`src/rtl/lbp_pkg.sv`:
```
// constants shared by the led bypass pwm channel block
package lbp_pkg;

    // register addresses on the serial link register space
    localparam logic [7:0]  LBP_ADDR_SWITCH_CONFIG = 8'h02;
    localparam logic [7:0]  LBP_ADDR_CH4_DIMMING   = 8'h21;
    localparam logic [7:0]  LBP_ADDR_CH5_DIMMING   = 8'h22;

    // register widths as seen on the register port
    localparam int          LBP_REG_W              = 16;
    localparam int          LBP_DUTY_W             = 12;

    // dimming register field layout
    localparam int          LBP_DUTY_LSB           = 0;
    localparam int          LBP_DUTY_MSB           = 11;
    localparam int          LBP_FADE_BIT           = 12;

    // reset values
    localparam logic [15:0] LBP_CONFIG_RESET       = 16'h0000;
    localparam logic [11:0] LBP_DUTY_RESET         = 12'h000;
    localparam logic        LBP_FADE_RESET         = 1'b0;

    // phase counter runs 0 .. LBP_PHASE_LAST, so one period is 4095 steps
    localparam logic [11:0] LBP_PHASE_RESET        = 12'h000;
    localparam logic [11:0] LBP_PHASE_LAST         = 12'hFFE;

    // fade moves the applied duty by this much once per pwm period
    localparam logic [11:0] LBP_FADE_STEP          = 12'h001;

endpackage : lbp_pkg

```
`src/rtl/lbp_channel.sv`:
```
// one dimming channel: applied duty, optional fade, and the lit compare
`timescale 1ns/1ns
`default_nettype none

module lbp_channel
    import lbp_pkg::*;
(
    // clock and reset
    input  wire logic        clk,
    input  wire logic        rst_n,
    // programmed settings from the dimming register
    input  wire logic [11:0] duty_target,
    input  wire logic        fade_enable,
    // shared phase timing
    input  wire logic        run_enable,
    input  wire logic [11:0] phase,
    input  wire logic        period_end,
    // results
    output logic      [11:0] duty_applied,
    output logic             led_lit
);

    logic [11:0] duty_r;       // duty actually compared against the phase
    logic [11:0] duty_nxt;
    logic        lit_r;        // registered lit level, avoids compare glitches
    logic        lit_nxt;
    wire         below_w;      // applied duty still above target
    wire         above_w;      // applied duty still below target

    assign below_w = duty_r > duty_target;
    assign above_w = duty_r < duty_target;

    // with fade off the new duty applies at once; with fade on it walks
    // one step per period so a period never sees a torn compare value
    always_comb begin
        duty_nxt = duty_r;
        if (!fade_enable) begin
            duty_nxt = duty_target;
        end else if (period_end && above_w) begin
            duty_nxt = duty_r + LBP_FADE_STEP;
        end else if (period_end && below_w) begin
            duty_nxt = duty_r - LBP_FADE_STEP;
        end
    end

    // lit while running and phase is below duty: 0 never lights, 0xFFF always does
    // because the phase never reaches 0xFFF
    assign lit_nxt = run_enable && (phase < duty_r);

    // applied duty and lit output registers
    always_ff @(posedge clk or negedge rst_n) begin
        if (!rst_n) begin
            duty_r <= LBP_DUTY_RESET;
            lit_r  <= 1'b0;
        end else begin
            duty_r <= duty_nxt;
            lit_r  <= lit_nxt;
        end
    end

    assign duty_applied = duty_r;
    assign led_lit      = lit_r;

endmodule : lbp_channel

`default_nettype wire

```
`src/rtl/lbp_pwm_top.sv`:
```
// led bypass pwm channels four and five with config register and phase clock
`timescale 1ns/1ns
`default_nettype none

module lbp_pwm_top
    import lbp_pkg::*;
(
    // clock and reset
    input  wire logic        clk,
    input  wire logic        rst_n,
    // register port from the serial link decoder, same clock
    input  wire logic [7:0]  reg_addr,
    input  wire logic [15:0] reg_wdata,
    input  wire logic        reg_wr,
    input  wire logic        reg_rd,
    output logic      [15:0] reg_rdata,
    output logic             reg_rvalid,
    // global switch run enable level, held in a register elsewhere
    input  wire logic        switch_run_enable,
    // configuration contents for slew, clock choice and short thresholds
    output logic      [15:0] switch_config,
    output logic             config_write_refused,
    // channel outputs, high keeps the led lit, low closes the bypass
    output logic             led4_lit,
    output logic             led5_lit,
    output logic             bypass4_closed,
    output logic             bypass5_closed,
    // phase count for observation
    output logic      [11:0] phase_count
);

    // address match helper, used by both the write and the read decode
    function automatic logic addr_is(input logic [7:0] a, input logic [7:0] ref_a);
        addr_is = (a == ref_a);
    endfunction : addr_is

    // pack a dimming register for read back; bits above the fade bit read zero
    function automatic logic [15:0] pack_dim(input logic fade, input logic [11:0] duty);
        pack_dim = {3'b000, fade, duty};
    endfunction : pack_dim

    // stored register contents
    logic [15:0] config_r;          // switch configuration
    logic [11:0] ch4_duty_r;        // channel four duty
    logic        ch4_fade_r;        // channel four fade enable
    logic [11:0] ch5_duty_r;        // channel five duty
    logic        ch5_fade_r;        // channel five fade enable
    logic [15:0] rdata_r;           // read data, held until the next read
    logic        rvalid_r;          // one cycle pulse after a read request
    logic        refused_r;         // one cycle pulse on a blocked config write

    // phase clock state
    logic [11:0] phase_r;
    logic [11:0] phase_nxt;
    logic        run_d_r;           // previous run level for edge detection

    // decoded strobes
    wire         hit_cfg_w;
    wire         hit_ch4_w;
    wire         hit_ch5_w;
    wire         wr_cfg_ok_w;
    wire         wr_cfg_bad_w;
    wire         wr_ch4_w;
    wire         wr_ch5_w;
    wire         run_rise_w;
    wire         period_end_w;
    wire  [15:0] rd_mux_w;
    wire         lit4_w;
    wire         lit5_w;

    // address decode shared by writes and reads
    assign hit_cfg_w = addr_is(reg_addr, LBP_ADDR_SWITCH_CONFIG);
    assign hit_ch4_w = addr_is(reg_addr, LBP_ADDR_CH4_DIMMING);
    assign hit_ch5_w = addr_is(reg_addr, LBP_ADDR_CH5_DIMMING);

    // config writes pass only while switches are stopped; a write during
    // run would change slew or clock under a live pwm, so it is dropped
    // and flagged instead of half applied
    assign wr_cfg_ok_w  = reg_wr && hit_cfg_w && !switch_run_enable;
    assign wr_cfg_bad_w = reg_wr && hit_cfg_w && switch_run_enable;
    assign wr_ch4_w     = reg_wr && hit_ch4_w;
    assign wr_ch5_w     = reg_wr && hit_ch5_w;

    // read selection; unmapped addresses return zero
    assign rd_mux_w = hit_cfg_w ? config_r :
                      hit_ch4_w ? pack_dim(ch4_fade_r, ch4_duty_r) :
                      hit_ch5_w ? pack_dim(ch5_fade_r, ch5_duty_r) :
                      16'h0000;

    // configuration register
    always_ff @(posedge clk or negedge rst_n) begin
        if (!rst_n) begin
            config_r <= LBP_CONFIG_RESET;
        end else if (wr_cfg_ok_w) begin
            config_r <= reg_wdata;
        end
    end

    // channel four dimming register
    always_ff @(posedge clk or negedge rst_n) begin
        if (!rst_n) begin
            ch4_duty_r <= LBP_DUTY_RESET;
            ch4_fade_r <= LBP_FADE_RESET;
        end else if (wr_ch4_w) begin
            ch4_duty_r <= reg_wdata[LBP_DUTY_MSB:LBP_DUTY_LSB];
            ch4_fade_r <= reg_wdata[LBP_FADE_BIT];
        end
    end

    // channel five dimming register
    always_ff @(posedge clk or negedge rst_n) begin
        if (!rst_n) begin
            ch5_duty_r <= LBP_DUTY_RESET;
            ch5_fade_r <= LBP_FADE_RESET;
        end else if (wr_ch5_w) begin
            ch5_duty_r <= reg_wdata[LBP_DUTY_MSB:LBP_DUTY_LSB];
            ch5_fade_r <= reg_wdata[LBP_FADE_BIT];
        end
    end

    // read answer one cycle after the request, data held until next read
    always_ff @(posedge clk or negedge rst_n) begin
        if (!rst_n) begin
            rdata_r  <= 16'h0000;
            rvalid_r <= 1'b0;
        end else begin
            rvalid_r <= reg_rd;
            if (reg_rd) begin
                rdata_r <= rd_mux_w;
            end
        end
    end

    // refused write flag, one cycle per blocked write
    always_ff @(posedge clk or negedge rst_n) begin
        if (!rst_n) begin
            refused_r <= 1'b0;
        end else begin
            refused_r <= wr_cfg_bad_w;
        end
    end

    // run edge: the phase starts at its reset value on the first run
    // cycle, so devices enabled by one broadcast packet stay in step
    assign run_rise_w   = switch_run_enable && !run_d_r;
    assign period_end_w = switch_run_enable && (phase_r == LBP_PHASE_LAST);

    // phase counter next value
    always_comb begin
        phase_nxt = phase_r + 12'h001;
        if (!switch_run_enable) begin
            phase_nxt = LBP_PHASE_RESET;
        end else if (run_rise_w) begin
            phase_nxt = LBP_PHASE_RESET + 12'h001;
        end else if (period_end_w) begin
            phase_nxt = LBP_PHASE_RESET;
        end
    end

    // phase counter and run history
    always_ff @(posedge clk or negedge rst_n) begin
        if (!rst_n) begin
            phase_r <= LBP_PHASE_RESET;
            run_d_r <= 1'b0;
        end else begin
            phase_r <= phase_nxt;
            run_d_r <= switch_run_enable;
        end
    end

    // channel four compare and fade
    lbp_channel u_ch4 (
        .clk          (clk),
        .rst_n        (rst_n),
        .duty_target  (ch4_duty_r),
        .fade_enable  (ch4_fade_r),
        .run_enable   (switch_run_enable),
        .phase        (phase_r),
        .period_end   (period_end_w),
        .duty_applied (),
        .led_lit      (lit4_w)
    );

    // channel five compare and fade
    lbp_channel u_ch5 (
        .clk          (clk),
        .rst_n        (rst_n),
        .duty_target  (ch5_duty_r),
        .fade_enable  (ch5_fade_r),
        .run_enable   (switch_run_enable),
        .phase        (phase_r),
        .period_end   (period_end_w),
        .duty_applied (),
        .led_lit      (lit5_w)
    );

    // outputs; the bypass closes whenever the led is not lit
    assign reg_rdata            = rdata_r;
    assign reg_rvalid           = rvalid_r;
    assign switch_config        = config_r;
    assign config_write_refused = refused_r;
    assign led4_lit             = lit4_w;
    assign led5_lit             = lit5_w;
    assign bypass4_closed       = !lit4_w;
    assign bypass5_closed       = !lit5_w;
    assign phase_count          = phase_r;

endmodule : lbp_pwm_top

`default_nettype wire
```
`config.mk`:
```
export PLATFORM = sky130hd
export DESIGN_NAME = lbp_pwm_top
export DESIGN_NICKNAME = d
export VERILOG_FILES = /design/src/rtl/lbp_pkg.sv /design/src/rtl/lbp_channel.sv /design/src/rtl/lbp_pwm_top.sv
export SDC_FILE = /design/constraint.sdc
export NUM_CORES = 1
export LEC_CHECK = 0
export CAP_MARGIN = 20
export CELL_PAD_IN_SITES_DETAIL_PLACEMENT = 1
export CELL_PAD_IN_SITES_GLOBAL_PLACEMENT = 1
export CORE_MARGIN = 2
export CORE_UTILIZATION = 40
export DETAILED_ROUTE_END_ITERATION = 16
export DONT_BUFFER_PORTS = 1
export MAX_ROUTING_LAYER = met4
export PLACE_DENSITY = 0.71
export SYNTH_ARGS = -nofsm -noshare
export SYNTH_HDL_FRONTEND = slang
export SYNTH_SLANG_ARGS = --single-unit
```
`constraint.sdc`:
```
create_clock -name clk -period 6.2 [get_ports clk]
set_input_delay 0.31 -clock clk [delete_from_list [all_inputs] [get_ports clk]]
set_output_delay 0.31 -clock clk [all_outputs]
set_load 0.02 [all_outputs]
```
==> summary.txt <==
Setup path
  – Critical path depth: 15
  – CP max FO: 11
  – Setup CP Type: reg2reg
  – CP Data Arrival Time: 4.46 ns
  – Worst Path Buf+Inv: 1
  – Most used cell, CP: a21oi_1
  – Capturing element type of the critical path: flip-flop
  – Reg-to-Reg End: u_ch5.duty_applied[10]
  – Crit path cell chain: inv_1 > ha_1 > a21oi_1 > o21ai_0 > a221oi_1 > o31a_1 > nand2_1 > fa_1 > a21o_1 > a211o_1 > a2111o_1 > a31o_1 > a21oi_1 > xor2_1 > o31ai_1
  – Slowest stage cell, crit path: fa_1
  – Worst R2R Path Depth: 15
  – CP max stage delay: 0.51 ns
  – R2R Setup Slk: 1.95 ns
  – Top delay family on crit path: compound AO/OA/AOI/OAI gates
  – Required time worst endpoint: 6.42 ns
  – Worst Setup Start Kind: flip-flop
  – R2r startpoint: ch5_duty_r[7]

Route
  – Avg WL per Cell: 21.1 um
  – # DRC: 0
  – Initial DRT Pass Iterations: 6
  – Antenna-violating nets left: 0
  – Drt first-iter violations: 370
  – Final wirelength: 17400 um
  – Vias per inst: 5.90
  – Vias: 4885

Power
  – Static Leak: 3.11 nW
  – Clk pwr share: 37.6%
  – VDD IR-drop max: 0.182 mV
  – Seq pwr share: 42.8%
  – Sw frac: 30.5%
  – Combinational power share: 19.6%
  – NetSw: 527 uW
  – Cell Pwr Density: 251 mW/mm2
  – Cell internal pwr: 1.20 mW

Cells and area
  – Fin cells: 828
  – Seq. cell area: 0.00248 mm2
  – Area grow syn2layout: 9.01%
  – Footprint of the multi-input gates: 0.00352 mm2
  – Fraction of layout cells with a size suffix above 1: 11.5%
  – Nets: 710
  – Fillers: 1724

Die
  – Die Span Y: 130 um
  – Initial core utilization: 41.3%
  – Ports: 79
  – Horiz. Die Dim: 130 um
  – FP Rows: 45
  – Die Area: 0.0168 mm2
  – Core area: 0.0153 mm2

Clock network
  – CTS root buf: clkbuf_16
  – CTS tree: done
  – Post-CTS setup buffers: 0
  – Clk sink count: 99
  – Skew-Pair Late Insertion Delay: 0.36 ns
  – Clk buf depth: 2
  – Cts bufs inserted: 9
  – Cts hold-fix bufs: 4
  – H-Tree Depth: 3
  – Worst-path clk slew: 0.08 ns
  – Post-cts sizing count: 0

STA
  – Final setup viols: 0
  – Setup TNS: 0 ns
  – Worst Slack Setup Final: 1.95 ns
  – Slew at the pin with the worst max-slew slack: 1.03 ns
  – Final slew viol count: 0
  – RSZ-0062 raised after global routing: false
  – Max Fclk: 235 MHz
  – Tcrit/Tclk final: 68.5%
  – Crit path time final: 4.25 ns
  – Final Hold Violating Endpoints: 0
  – Slew headroom: 31.1%
  – Worst Skew: 0.00963 ns

Synthesis
  – Cell area after synthesis: 0.00632 mm2
  – Main area contributors after synthesis: dfrtp_1, ha_1, mux2_4
  – Number of synthesized flops with an enable pin: 0
  – Syn Nets: 714
  – Yosys reg bits: 99
  – Synth Warn #: 0
  – Ys flop type: dfrtp_1
  – Largest area contributor in the synthesized netlist: dfrtp_1
  – Asr flop ratio synth: 100%
  – Post-Synthesis Mean Instance Area: 10.3 um2
  – Sequential element share of the synthesized area: 39.2%
  – Yosys top cell area share: 39.2%
  – Gate Count Post-Synth: 615
  – Cell variety after synth: 56

Worst hold path
  – Hold wc startpoint: reg_rd
  – WHS Path Cells: 1
  – HP Class: in2reg
  – Hold endpoint: reg_rdata[6]

Status
  – Outcome: finished clean

Global route
  – Initial antenna violation count: 0
  – First-pass GRT wire length: 28200 um
  – Global route overflow: 0
  – GRT Overall Usage: 22.4%
  – Largest net degree at the start of global routing: 100
  – Vias in the first global route: 5295

Placed design
  – Hpwl dp: 12900 um
  – Final Wtd Congestion: 0.842
  – DP Cell Count: 807
  – Pre-CTS setup slack: 1.97 ns
  – Port buffer count: 0

Job
  – Maxcap violations: 0
==> layout by cell type, fill, tap and decap left out, types with 5 or more instances in the layout <==
master,instances
dfrtp_1,99
ha_1,68
inv_1,57
nor2_1,53
a21oi_1,38
nand2_1,30
nand3_1,24
mux2_2,22
mux2_4,20
a21o_1,16
o21ai_0,16
xnor2_1,15
xor2_1,13
a222oi_1,13
mux2i_1,12
o221ai_1,11
nand4_1,10
clkbuf_16,9
a211oi_1,8
nand2b_1,5
nor3_1,5
==> kinds of logic (layout without fill, tap and decap cells) <==
| family | Yosys count | count (layout) | synth area share [%] |
|---|---|---|---|
| buf+inv | 77 | 78 | 5.03 |
| flops | 99 | 99 | 39.2 |
| simple gates | 152 | 152 | 12.1 |
| mux | 54 | 54 | 10.6 |
| xor+xnor | 28 | 28 | 3.88 |
| fa+ha+maj | 70 | 70 | 14.1 |
| compound gates | 135 | 135 | 15.1 |
| other cells | 0 | 1 | 0 |
==> worst max-delay path by stage <==
stage | from | end | slack, ns
after floorplan | ch5_duty_r[7] | u_ch5.duty_applied[10] | 2.49
after global placement | ch5_duty_r[3] | u_ch5.duty_applied[10] | 2.06
after detailed placement | ch5_duty_r[7] | u_ch5.duty_applied[10] | 1.97
after CTS | ch5_duty_r[7] | u_ch5.duty_applied[10] | 1.94
after global routing | ch5_duty_r[7] | u_ch5.duty_applied[10] | 1.67
final | ch5_duty_r[7] | u_ch5.duty_applied[10] | 1.95
==> worst reg2reg max path, delay by kind of cell, from the launching register on <==
kind                       cells  cell delay, ns
AOI/OAI and AO/OA             10            2.33
adders and majority gates      2            0.84
DFF                            1            0.37
and+or+nand+nor                1            0.30
xor gates and xnor gates       1            0.17
buffers and inverters          1            0.08
==> area by class of cell <==
class / count / share of cell area (%)
Clock buffer: 9 / 3.27
Multi-Input combinational cell: 439 / 51.2
Inverter: 57 / 3.11
Clock inverter: 7 / 1.69
Antenna cell: 1 / 0.0363
Tap cell: 211 / 3.83
Sequential cell: 99 / 36.0
Timing Repair Buffer: 5 / 0.944
==> layer usage <==
layer / vias to the layer above / GRT usage (%) / wire length (um)
met5: - / - / 0
met4: 0 / 5.82 / 310
met3: 26 / 6.07 / 1020
met2: 130 / 37.8 / 8700
met1: 2489 / 26.6 / 7410
li1: 2240 / - / -
==> registers in the layout (all words and copies together) (netlist names) <==
signal and flops:
ch4_duty_r 12, ch4_fade_r 1, ch5_duty_r 12, ch5_fade_r 1, config_write_refused 1, phase_count 12
reg_rdata 16, reg_rvalid 1, run_d_r 1, switch_config 16, u_ch4.duty_applied 12, u_ch4.led_lit 1
u_ch5.duty_applied 12, u_ch5.led_lit 1
==> power groups by stage <==
stage / logic (mW) / clock network, mW / registers, mW
detailed placement: 0.318 / 0 / 0.752
finish: 0.338 / 0.650 / 0.739
global route: 0.381 / 0.688 / 0.745
global placement: 0.305 / 0 / 0.750
floorplan: 0.265 / 0 / 0.728
CTS: 0.340 / 0.665 / 0.739
==> per-stage QoR <==
step	hold slack [ns]	total power [mW]	util (%)	area (um2)
after CTS	0.0155	1.74	45.0	6890
after detailed placement	0.0168	1.07	42.4	6490
after floorplan	0.0144	0.994	-	6320
after global placement	0.0171	1.06	42.4	6490
after global routing	0.0106	1.81	45.0	6890
final	0.0332	1.73	45.0	6890
==> cells in the mapped netlist, types with 4 or more instances <==
cell type and instances:
mux2i_1 12, buf_2 4, a21oi_1 38, and2_1 4, xor2_1 13, a222oi_1 13
o21ai_0 16, nor2_1 53, nand2_1 30, inv_1 57, o221ai_1 11, o21a_1 4
clkbuf_1 12, a21o_1 16, a211o_1 4, nand4_1 10, a211oi_1 8, xnor2_1 15
nand3_1 24, ha_1 68, nand2b_1 5, dfrtp_1 99, mux2_2 22, mux2_4 20
nor3_1 5
Note: power is estimated with default switching activity, not from simulation.
